--- src/rpt_map.svh ---
// Register map, field positions and timing figures of the throttle and hot-plug block
`ifndef RPT_MAP_SVH
`define RPT_MAP_SVH

// ==========================================================
// Register offsets
`define A_CTRL 8'h00
`define A_TIME 8'h04
`define A_MULT 8'h08
`define A_STAT 8'h0C

// ==========================================================
// Control register bits
`define C_THR_EN 0
`define C_PPDE 1
`define C_PDE 2
`define C_HPE 3
`define C_SCI 4
`define C_SMI 5
`define C_MSI 6
`define C_PTM 7
`define CTRL_W 8

// ==========================================================
// Status register bits
`define S_PDS 0
`define S_PDC 1
`define S_SCI 2
`define S_SMIP 3
`define S_SMIL 4
`define S_THR 5
`define S_LNK 6
`define S_SRIS 7
`define STAT_W 8

// ==========================================================
// Timing register fields
`define T_ZT_LSB 0
`define T_TP_LSB 16

// ==========================================================
// Decode range and link figures
`define IO_LO 16'h0080
`define IO_HI 16'h008F
`define L1_EXIT_SRIS 3'h4
`define L1_EXIT_NORM 3'h2
`define RESP_US 100
`define CLK_MHZ 50

`endif

--- src/rpt_pkg.sv ---
// Types shared by the throttle and hot-plug block and its surroundings
`default_nettype none
package rpt_pkg;

  typedef enum logic [2:0] {
    LS_L0    = 3'b000,
    LS_L0S   = 3'b001,
    LS_L1    = 3'b010,
    LS_L23   = 3'b011,
    LS_DOWN  = 3'b100,
    LS_TRAIN = 3'b101,
    LS_OTHER = 3'b110
  } link_state_t;

  typedef struct packed {
    logic        wr;
    logic        rd;
    logic [7:0]  addr;
    logic [31:0] wdata;
  } reg_req_t;

  typedef struct packed {
    logic        valid;
    logic        write;
    logic [15:0] addr;
    logic [3:0]  be;
    logic [31:0] data;
  } io_req_t;

endpackage
`default_nettype wire

--- src/root_port_throttle_hotplug.sv ---
// Root port link throttling, diagnostic I/O claim, hot-plug status and link mode bits
//
// The address-and-strobe port and the register offsets were chosen for this implementation.
`timescale 1ns/100ps
`default_nettype none
`include "rpt_map.svh"

module root_port_throttle_hotplug #(
  parameter int LANES  = 4,
  parameter int ZT_W   = 8,
  parameter int TP_W   = 16,
  parameter int MULT_W = 4
) (
  input  wire logic                clk_sys,
  input  wire logic                reset,
  input  wire rpt_pkg::reg_req_t   reg_req,
  output logic [31:0]              reg_rdata,
  input  wire logic [3:0]          severity_level,
  input  wire logic                presence_detect,
  input  wire logic                link_active,
  input  wire rpt_pkg::link_state_t link_state,
  input  wire logic [LANES-1:0]    lane_rx_inverted,
  input  wire logic                sris_strap,
  input  wire rpt_pkg::io_req_t    io_req,
  output logic                     io_claim,
  output rpt_pkg::io_req_t         io_fwd,
  output logic                     block_tlp,
  output logic                     block_opp_fc,
  output logic                     freeze_credits,
  output logic                     intx_level,
  output logic                     msi_send,
  output logic                     hotplug_sci_status,
  output logic                     system_management_irq,
  output logic                     ptm_enable,
  output logic                     l0s_supported,
  output logic [2:0]               l1_exit_latency,
  output logic [LANES-1:0]         lane_invert
);

  // ==========================================================
  // State
  typedef struct packed {
    logic [3:0]          sev_s1;
    logic [3:0]          sev_s2;
    logic [3:0]          sev_prev;
    logic                pres_s1;
    logic                pres_s2;
    logic                sris_s1;
    logic                sris_s2;
    logic                lnk_prev;
    logic [`CTRL_W-1:0]  ctrl;
    logic [ZT_W-1:0]     zt;
    logic [TP_W-1:0]     tp;
    logic [4*MULT_W-1:0] mult;
    logic                en_prev;
    logic                was_l1;
    logic [TP_W-1:0]     win;
    logic                blk;
    logic                pres_state;
    logic                pres_chg;
    logic                sci_st;
    logic                smi_pres;
    logic                smi_lnk;
    logic                smi;
    logic                icond;
    logic                intx;
    logic                msi;
    logic                claim;
    rpt_pkg::io_req_t    fwd;
    logic                l0s;
    logic [2:0]          l1lat;
    logic [LANES-1:0]    inv;
    logic [31:0]         rdata;
  } st_t;

  st_t q;
  st_t d;

  // ==========================================================
  // Helpers
  function automatic logic [1:0] top_level(input logic [3:0] s);
    logic [1:0] r;
    r = 2'h0;
    for (int i = 0; i < 4; i++)
    begin
      if (s[i])
      begin
        r = 2'(i);
      end
    end
    return r;
  endfunction

  function automatic logic is_addr(input rpt_pkg::reg_req_t r, input logic [7:0] a);
    return r.addr == a;
  endfunction

  logic [1:0]           lvl;
  logic [ZT_W+MULT_W-1:0] zl;
  logic                 restart;
  logic [`STAT_W-1:0]   clr;

  assign lvl = top_level(q.sev_s2);
  assign zl = q.zt * q.mult[lvl*MULT_W +: MULT_W];
  assign restart = (q.ctrl[`C_THR_EN] & ~q.en_prev) | (q.sev_s2 != q.sev_prev)
                 | (q.was_l1 & (link_state != rpt_pkg::LS_L1));
  assign clr = (reg_req.wr && is_addr(reg_req, `A_STAT)) ? reg_req.wdata[`STAT_W-1:0] : '0;

  // ==========================================================
  // Next state
  always_comb
  begin
    logic run;
    logic pres_evt;
    logic lnk_evt;
    logic hit;
    run = 1'b0;
    pres_evt = 1'b0;
    lnk_evt = 1'b0;
    hit = 1'b0;
    d = q;
    d.sev_s1 = severity_level;
    d.sev_s2 = q.sev_s1;
    d.sev_prev = q.sev_s2;
    d.pres_s1 = presence_detect;
    d.pres_s2 = q.pres_s1;
    d.sris_s1 = sris_strap;
    d.sris_s2 = q.sris_s1;
    d.lnk_prev = link_active;
    d.en_prev = q.ctrl[`C_THR_EN];
    d.was_l1 = (link_state == rpt_pkg::LS_L1);

    // Register writes
    if (reg_req.wr)
    begin
      if (is_addr(reg_req, `A_CTRL))
      begin
        d.ctrl = reg_req.wdata[`CTRL_W-1:0];
      end
      if (is_addr(reg_req, `A_TIME))
      begin
        d.zt = reg_req.wdata[`T_ZT_LSB +: ZT_W];
        d.tp = reg_req.wdata[`T_TP_LSB +: TP_W];
      end
      if (is_addr(reg_req, `A_MULT))
      begin
        d.mult = reg_req.wdata[4*MULT_W-1:0];
      end
    end

    unique case (link_state)
      rpt_pkg::LS_L0, rpt_pkg::LS_L0S, rpt_pkg::LS_TRAIN, rpt_pkg::LS_OTHER: run = 1'b1;
      rpt_pkg::LS_L1, rpt_pkg::LS_L23, rpt_pkg::LS_DOWN: run = 1'b0;
      default: run = 1'b0;
    endcase

    if (!q.ctrl[`C_THR_EN] || restart)
    begin
      d.win = '0;
    end
    else if (run)
    begin
      d.win = (32'(q.win) + 32'd1 >= 32'(q.tp)) ? '0 : q.win + TP_W'(1);
    end

    d.blk = q.ctrl[`C_THR_EN] & (|q.sev_s2) & (32'(d.win) < 32'(zl));

    pres_evt = q.pres_s2 != q.pres_state;
    lnk_evt = link_active != q.lnk_prev;
    d.pres_state = q.pres_s2;
    d.pres_chg = (q.pres_chg & ~clr[`S_PDC]) | pres_evt;
    d.sci_st = (q.sci_st & ~clr[`S_SCI])
             | (pres_evt & q.ctrl[`C_PDE] & q.ctrl[`C_SCI]);
    d.smi_pres = (q.smi_pres & ~clr[`S_SMIP]) | (pres_evt & q.ctrl[`C_SMI]);
    d.smi_lnk = (q.smi_lnk & ~clr[`S_SMIL]) | (lnk_evt & q.ctrl[`C_SMI]);
    d.smi = d.smi_pres | d.smi_lnk;
    d.icond = d.pres_chg & q.ctrl[`C_PDE] & q.ctrl[`C_HPE];
    d.intx = d.icond & ~q.ctrl[`C_MSI];
    d.msi = d.icond & q.ctrl[`C_MSI] & (~q.icond | pres_evt);

    hit = io_req.valid && q.ctrl[`C_PPDE] && io_req.addr >= `IO_LO && io_req.addr <= `IO_HI;
    d.claim = hit;
    d.fwd = io_req;
    d.fwd.valid = hit;

    d.l0s = ~q.sris_s2;
    d.l1lat = q.sris_s2 ? `L1_EXIT_SRIS : `L1_EXIT_NORM;

    for (int i = 0; i < LANES; i++)
    begin
      if (link_state == rpt_pkg::LS_DOWN)
      begin
        d.inv[i] = 1'b0;
      end
      else if (link_state == rpt_pkg::LS_TRAIN && lane_rx_inverted[i])
      begin
        d.inv[i] = 1'b1;
      end
    end

    // Register reads
    d.rdata = '0;
    if (reg_req.rd)
    begin
      if (is_addr(reg_req, `A_CTRL))
      begin
        d.rdata[`CTRL_W-1:0] = q.ctrl;
      end
      if (is_addr(reg_req, `A_TIME))
      begin
        d.rdata[`T_ZT_LSB +: ZT_W] = q.zt;
        d.rdata[`T_TP_LSB +: TP_W] = q.tp;
      end
      if (is_addr(reg_req, `A_MULT))
      begin
        d.rdata[4*MULT_W-1:0] = q.mult;
      end
      if (is_addr(reg_req, `A_STAT))
      begin
        d.rdata[`S_PDS] = q.pres_state;
        d.rdata[`S_PDC] = q.pres_chg;
        d.rdata[`S_SCI] = q.sci_st;
        d.rdata[`S_SMIP] = q.smi_pres;
        d.rdata[`S_SMIL] = q.smi_lnk;
        d.rdata[`S_THR] = q.blk;
        d.rdata[`S_LNK] = q.lnk_prev;
        d.rdata[`S_SRIS] = q.sris_s2;
      end
    end
  end

  always_ff @(posedge clk_sys)
  begin
    if (reset)
    begin
      q <= '0;
    end
    else
    begin
      q <= d;
    end
  end

  // ==========================================================
  // Outputs
  assign reg_rdata = q.rdata;
  assign io_claim = q.claim;
  assign io_fwd = q.fwd;
  assign block_tlp = q.blk;
  assign block_opp_fc = q.blk;
  assign freeze_credits = q.blk;
  assign intx_level = q.intx;
  assign msi_send = q.msi;
  assign hotplug_sci_status = q.sci_st;
  assign system_management_irq = q.smi;
  assign ptm_enable = q.ctrl[`C_PTM];
  assign l0s_supported = q.l0s;
  assign l1_exit_latency = q.l1lat;
  assign lane_invert = q.inv;
endmodule
`default_nettype wire

--- config.mk ---
export PLATFORM = sky130hd
export DESIGN_NAME = root_port_throttle_hotplug
export DESIGN_NICKNAME = d
export VERILOG_FILES = /design/src/rpt_pkg.sv /design/src/root_port_throttle_hotplug.sv
export VERILOG_INCLUDE_DIRS = /design/src
export SDC_FILE = /design/constraint.sdc
export NUM_CORES = 1
export LEC_CHECK = 0
export BUFFER_PORTS_ARGS = -buffer_cell sky130_fd_sc_hd__buf_2
export CAP_MARGIN = 30
export CORE_ASPECT_RATIO = 1.25
export CORE_UTILIZATION = 49
export CTS_BUF_LIST = sky130_fd_sc_hd__clkbuf_8 sky130_fd_sc_hd__clkbuf_16
export DETAILED_ROUTE_END_ITERATION = 8
export PLACE_DENSITY = 0.85
export SYNTH_ARGS = -nofsm -noshare
export SYNTH_HDL_FRONTEND = slang
export SYNTH_SLANG_ARGS = --single-unit
--- constraint.sdc ---
create_clock -name clk_sys -period 5.12 [get_ports clk_sys]
set_clock_uncertainty 0.2 [all_clocks]
set_input_delay 0.768 -clock clk_sys [delete_from_list [all_inputs] [get_ports clk_sys]]
set_output_delay 0.768 -clock clk_sys [all_outputs]
set_load 0.02 [all_outputs]
==> impl_metrics.ini, run 1 <==
[status]
status = finished, violations left
violations = setup timing

[power_and_ir_drop]
vdd_drop_max_mv = 0.2139
powerDensity_mw_per_mm2 = 293.1
power_leakage_nw = 4.719

[cts]
cts-root-buf = clkbuf_16
cts_buffers = 17
cts.path.max_buffers = 2
ctsHoldBuffers = 0
clkSlewWorstSetupHoldPaths_ps = 70
clk_latency_ps = 430
cts_tree = done
htree_levels = 4
numClockSinks = 185

[floorplan]
die_y_um = 152.6
num_rows = 54
dieArea_mm2 = 0.01868
die_w_um = 122.4
core_mm2 = 0.01763
io_pins = 215
initial_core_util = 0.5038

[cells_and_area]
syn_to_final_growth_pct = 15.29
layout-drive-gt1-share = 0.2880
stdcell_count = 1298
fillers = 1464
utilization = 0.5809
postLayoutCellArea_mm2 = 0.01024
layout.nets = 1228

[timing]
final-max-slew-violation-count = 0
finalHoldViolCount = 0
fmax_mhz = 193.4
fin_crit_sh = 1.010
worst_pin_slew_ps = 1011
slew-limit-headroom = 0.3260
period_minus_slack_ps = 5171
finalWorstSetupSlack_ps = -51.07
setup_viol = 1
rsz0062_at_grt = yes

[routing]
drc = 0
via_count = 6643
wl_per_cell_um = 14.94
wl_um = 19400
firstDrtPassIters = 5
drt_iter0_drc = 329
ant_nets = 0
viasPerCell = 5.118

[global_route]
grt_antenna_before_repair = 1
gr-usage-all-layers = 0.2146
grt_pass1_vias = 6765
overflow = 0
grt_max_degree = 103
grt_pass1_wl_um = 31660

[synth]
syn_inst = 938
synth_area_per_cell_um2 = 9.472
ys_seq_area_frac = 0.4168
ys_seq_elements = 185
syn_nets = 1106
async_flop_share = 0
yosys_warnings = 0
synthesis.area_mm2 = 0.008885
synthFlopType = dfxtp_1
synth_edf_count = 0
synth.distinct_cells = 68

[job]
drv_cap = 0

[critical_path]
crit_chain = mux2i_1 > nor2_1 > a21oi_1 > nor2_1 > a21oi_2 > nand2b_4 > fa_1 > fa_1 > inv_2 > fa_1 > a21o_1 > a21oi_1 > nor2b_1 > o21ai_0 > a21oi_1 > xnor2_1 > ha_1 > nand4_1 > buf_4 > or3_1 > o2111a_1 > o211ai_1 > a31oi_1
cpPeakStageDelay_ps = 510
path_class = flop to flop
crit_slowest_cell = fa_1
required_ps = 5210
start_kind = flop
arrival_ps = 5260
critical_path.max_fanout = 4
setup.worst_path.end_class = flop

[place]
placed_cell_area_mm2 = 0.009494
globalplace.congestion = 0.8560
hpwl_um = 14540
io_buffers = 213
dp_cells = 1261

[hold_path]
min_path_type = flop to flop
[Yosys cell counts (4+ instances only)]
master	count	area, um^2
a21o_1	6	45.04
a21oi_1	50	250.2
a22oi_1	9	67.56
a31oi_1	10	62.56
and2_1	28	175.2
and3_1	4	25.02
buf_4	98	735.7
clkbuf_1	24	90.09
dfxtp_1	185	3704
fa_1	12	240.2
ha_1	44	550.5
inv_1	42	157.7
mux2i_1	29	290.3
mux4_2	8	180.2
nand2_1	75	281.5
nand2b_1	6	37.54
nand3_1	15	75.07
nand4_1	5	31.28
nor2_1	70	262.8
nor2b_1	106	663.1
nor3_1	6	30.03
o21ai_0	6	30.03
xnor2_1	16	140.1
xor2_1	13	113.9
[where the power goes]
group,total (W),switching [W],internal (W)
Clock,0.00134,0.000588,0.000747
Combinational,0.000186,0.000105,0.0000811
Sequential,0.00148,0.0000111,0.00147
Total,0.00300,0.000705,0.00230
[cells in the final DEF, fill, tap and decap left out, drive strengths merged, types with 6 or more instances in the layout]
master    n
xor2     13
a22oi     9
ha       44
nand2    75
a21o      6
nand3    17
dfxtp   185
xnor2    16
nor2     74
fa       12
nand4     7
o21ai     8
and2     28
nor3      9
nor2b   106
mux2i    29
a31oi    11
a21oi    50
nand2b    6
clkbuf   18
buf     234
inv      51
mux4      8
[worst paths after layout]
check | start | endpoint | slack (ps) | depth (start not counted)
setup / recovery | d[177]$_SDFF_PP0_ | block_opp_fc$_SDFF_PP0_ | -50 | 23
hold / removal | d[183]$_SDFF_PP0_ | d[179]$_SDFF_PP0_ | 240 | 1
setup reg to reg | d[177]$_SDFF_PP0_ | block_opp_fc$_SDFF_PP0_ | -50 | 23
hold reg to reg | d[183]$_SDFF_PP0_ | d[179]$_SDFF_PP0_ | 240 | 1
[final cells by class]
type	count	area, um^2	area share
timing repair buffer	234	1250	0.1220
tap	224	280.3	0.02736
antenna	1	2.502	0.0002443
clock inverter	14	167.7	0.01637
sequential	185	3707	0.3619
clock buffer	18	439.2	0.04287
inverter	43	161.4	0.01576
multi-input combinational	579	4235	0.4135
[per-stage QoR]
stage	setup WS, ps	hold slack [ps]	TNS [ps]	total power, W
3_5_place_dp	-194.0	222.7	-194.0	0.001698
6_report	-51.07	238.6	-51.07	0.003002
4_1_cts	23.14	239.0	0	0.003026
5_1_grt	-308.5	262.7	-308.5	0.003100
2_1_floorplan	9.233	201.7	0	0.001642
3_3_place_gp	6.305	217.7	0	0.001693
[flip-flops by register name, indices dropped and copies added, names as in the netlist]
name	count
block_opp_fc	1
d	12
hotplug_sci_status	1
intx_level	1
io_fwd	54
l1_exit_latency	2
lane_invert	4
msi_send	1
ptm_enable	1
q	75
reg_rdata	32
system_management_irq	1
[layer usage]
metal | wire, um | GRT usage | part of all wire | vias up
met3 | 1074 | 0.04790 | 0.055 | 38
li1 | - | - | - | 3262
met4 | 495 | 0.09350 | 0.026 | 0
met5 | 0 | 0 | 0 | -
met2 | 10010 | 0.3818 | 0.52 | 229
met1 | 7820 | 0.2402 | 0.40 | 3114
[cells by family after synthesis]
| group | count (synthesis) | synth area share |
|---|---|---|
| other | 1 | 0.0004221 |
| buffers and inverters | 174 | 0.1179 |
| AND/OR/NAND/NOR | 348 | 0.2162 |
| adder cells (fa/ha/maj) | 56 | 0.08900 |
| AO/OA/AOI/OAI | 107 | 0.07689 |
| XOR/XNOR | 29 | 0.02859 |
| flip-flops | 185 | 0.4168 |
| multiplexers | 38 | 0.05422 |
[critical path: cells and delay by family (launching register included)]
family / cells / cell delay (ps)
AO/OA/AOI/OAI: 9 / 1340
XOR/XNOR: 1 / 140
adder cells (fa/ha/maj): 4 / 1680
buffers and inverters: 2 / 220
flip-flops: 1 / 380
multiplexers: 1 / 210
AND/OR/NAND/NOR: 6 / 870
[repair_timing]
action	4_1_cts	5_1_grt
pin swaps	16	4
setup buffers	3	0
gates resized for setup	13	1
setup endpoints to repair	1	1
(Power assumes the default switching activity.)
==> inputs of run 2 (changes only) <==
Settings changed: CTS_BUF_LIST sky130_fd_sc_hd__clkbuf_8 sky130_fd_sc_hd__clkbuf_16 to not set, SLEW_MARGIN set to 20.
==> run 2 against run 1 <==
  * The flow still finishes with violations (setup timing)
  * Core utilization grew 0.085 points
  * Critical endpoint unchanged
  * Clock power is essentially flat
  * Sequential power is essentially flat
==> impl_metrics.ini, run 2 (same netlist as run 1, synthesis figures left out) <==
[timing]
worst_pin_slew_ps = 878.9
final-max-slew-violation-count = 0
finalWorstSetupSlack_ps = -23.53
period_minus_slack_ps = 5144
rsz0062_at_grt = yes
setup_viol = 1
hold_slack_ps = 232.7
slew-limit-headroom = 0.4141
fmax_mhz = 194.4
fin_crit_sh = 1.005
finalHoldViolCount = 0

[hold_path]
hold_depth = 1
holdPathEnd = q[172]$_SDFF_PP0_
min_path_type = flop to flop
min_from = d[172]$_SDFF_PP0_

[cells_and_area]
postLayoutCellArea_mm2 = 0.01026
largest_reg_flops = 75
syn_to_final_growth_pct = 15.46
final_cell_mix = 212 x buf_2, 184 x dfxtp_1, 106 x nor2b_1
multiInputGateArea_mm2 = 0.004235
regMostFlops = q
utilization = 0.5817
fillers = 1457
layout.nets = 1229
layout-drive-gt1-share = 0.2886
layout_commonest_cell = buf_2
seq_area_mm2 = 0.003707

[place]
placed_cell_area_mm2 = 0.009494
hpwl_um = 14540
globalplace.congestion = 0.8560
io_buffers = 213
pre_cts_ws_ps = -194.0

[cts]
numClockSinks = 185
cts_tree = done
clk_latency_ps = 430
cts.path.max_buffers = 2
cts-root-buf = clkbuf_16
cts_buffers = 17
clkSlewWorstSetupHoldPaths_ps = 70
htree_levels = 4

[critical_path]
critical_path.max_fanout = 4
crit_family = adder cells
crit_chain = mux2i_1 > nor2_1 > a21oi_1 > nor2_1 > a21oi_2 > nand2b_4 > fa_1 > fa_1 > inv_2 > fa_1 > a21o_1 > a21oi_1 > nor2b_1 > o21ai_0 > a21oi_1 > xnor2_1 > ha_1 > nand4_1 > buf_4 > or3_1 > o2111a_1 > o211ai_1 > a31oi_1
worstReg2RegEnd = block_opp_fc$_SDFF_PP0_
cpPeakStageDelay_ps = 510
arrival_ps = 5240
setup.worst_path.end_class = flop
r2r_slack_ps = -20
reg2reg_depth = 23
crit_start = d[177]$_SDFF_PP0_
required_ps = 5210
start_kind = flop
path_class = flop to flop
worst-path-buf-inv = 2
regToRegStartpoint = d[177]$_SDFF_PP0_
crit_slowest_cell = fa_1

[floorplan]
die_y_um = 152.6
die_w_um = 122.4
core_mm2 = 0.01763
initial_core_util = 0.5038
num_rows = 54
dieArea_mm2 = 0.01868
io_pins = 215

[power_and_ir_drop]
power_w = 0.003007
vdd_drop_max_mv = 0.2138
power_leakage_nw = 4.714
powerDensity_mw_per_mm2 = 293.1

[global_route]
gr-usage-all-layers = 0.2146
grt_pass1_vias = 6765
use_met1 = 0.2402
use_met2 = 0.3818
overflow = 0
grt_max_degree = 103
grt_antenna_before_repair = 1
busiest_layer = met2
grt_pass1_wl_um = 31660
met3_usage = 0.04790

[routing]
viasPerCell = 5.120
wl_per_cell_um = 14.96
drt_iter0_drc = 322
ant_nets = 0
wl_um = 19440
drc = 0
via_count = 6651
firstDrtPassIters = 4

[status]
violations = setup timing
status = finished, violations left

[job]
drv_cap = 0
## run 2: metal layers
layer	part of all wire	routed length, um
met1	0.40	7766
met2	0.52	10080
met3	0.056	1097
met4	0.026	496
met5	0	0
## run 2: what timing repair did
| item | in CTS | in global routing |
|---|---|---|
| setup endpoints to repair | 1 | 1 |
| hold buffers | 0 | 0 |
| pin swaps | 16 | 4 |
| buffers inserted | 3 | 0 |
| gates resized for setup | 13 | 1 |
## run 2: final cells by class
type                    instances  area share
flip-flops and latches        185      0.3614
well taps                     224     0.02732
inverters                      43     0.01573
clock inverters                11     0.01525
clock buffers                  21     0.04391
repair buffers                235      0.1233
diodes                          1   0.0002439
multi-input cells             579      0.4129
## run 2: power by group
group          switching (W)  total [W]  internal, W
clock               0.000587    0.00134     0.000753
combinational       0.000105   0.000186    0.0000811
sequential         0.0000111    0.00148      0.00147
total               0.000704    0.00301      0.00230
## run 2: how the worst max path moves through the flow
stage	end	slack (ps)	depth (start not counted)
final	block_opp_fc$_SDFF_PP0_	-20	23
after detailed placement	block_opp_fc$_SDFF_PP0_	-190	24
after floorplan	block_opp_fc$_SDFF_PP0_	9	25
after CTS	block_opp_fc$_SDFF_PP0_	20	24
after global routing	block_opp_fc$_SDFF_PP0_	-310	24
after global placement	block_opp_fc$_SDFF_PP0_	6	24
## run 2: per-stage QoR
| stage | TNS (ps) | cells |
|---|---|---|
| floorplan | 0 | 938 |
| global placement | 0 | 1261 |
| detailed placement | -194.0 | 1261 |
| CTS | 0 | 1296 |
| global route | -307.5 | 1298 |
| finish | -23.53 | 1299 |
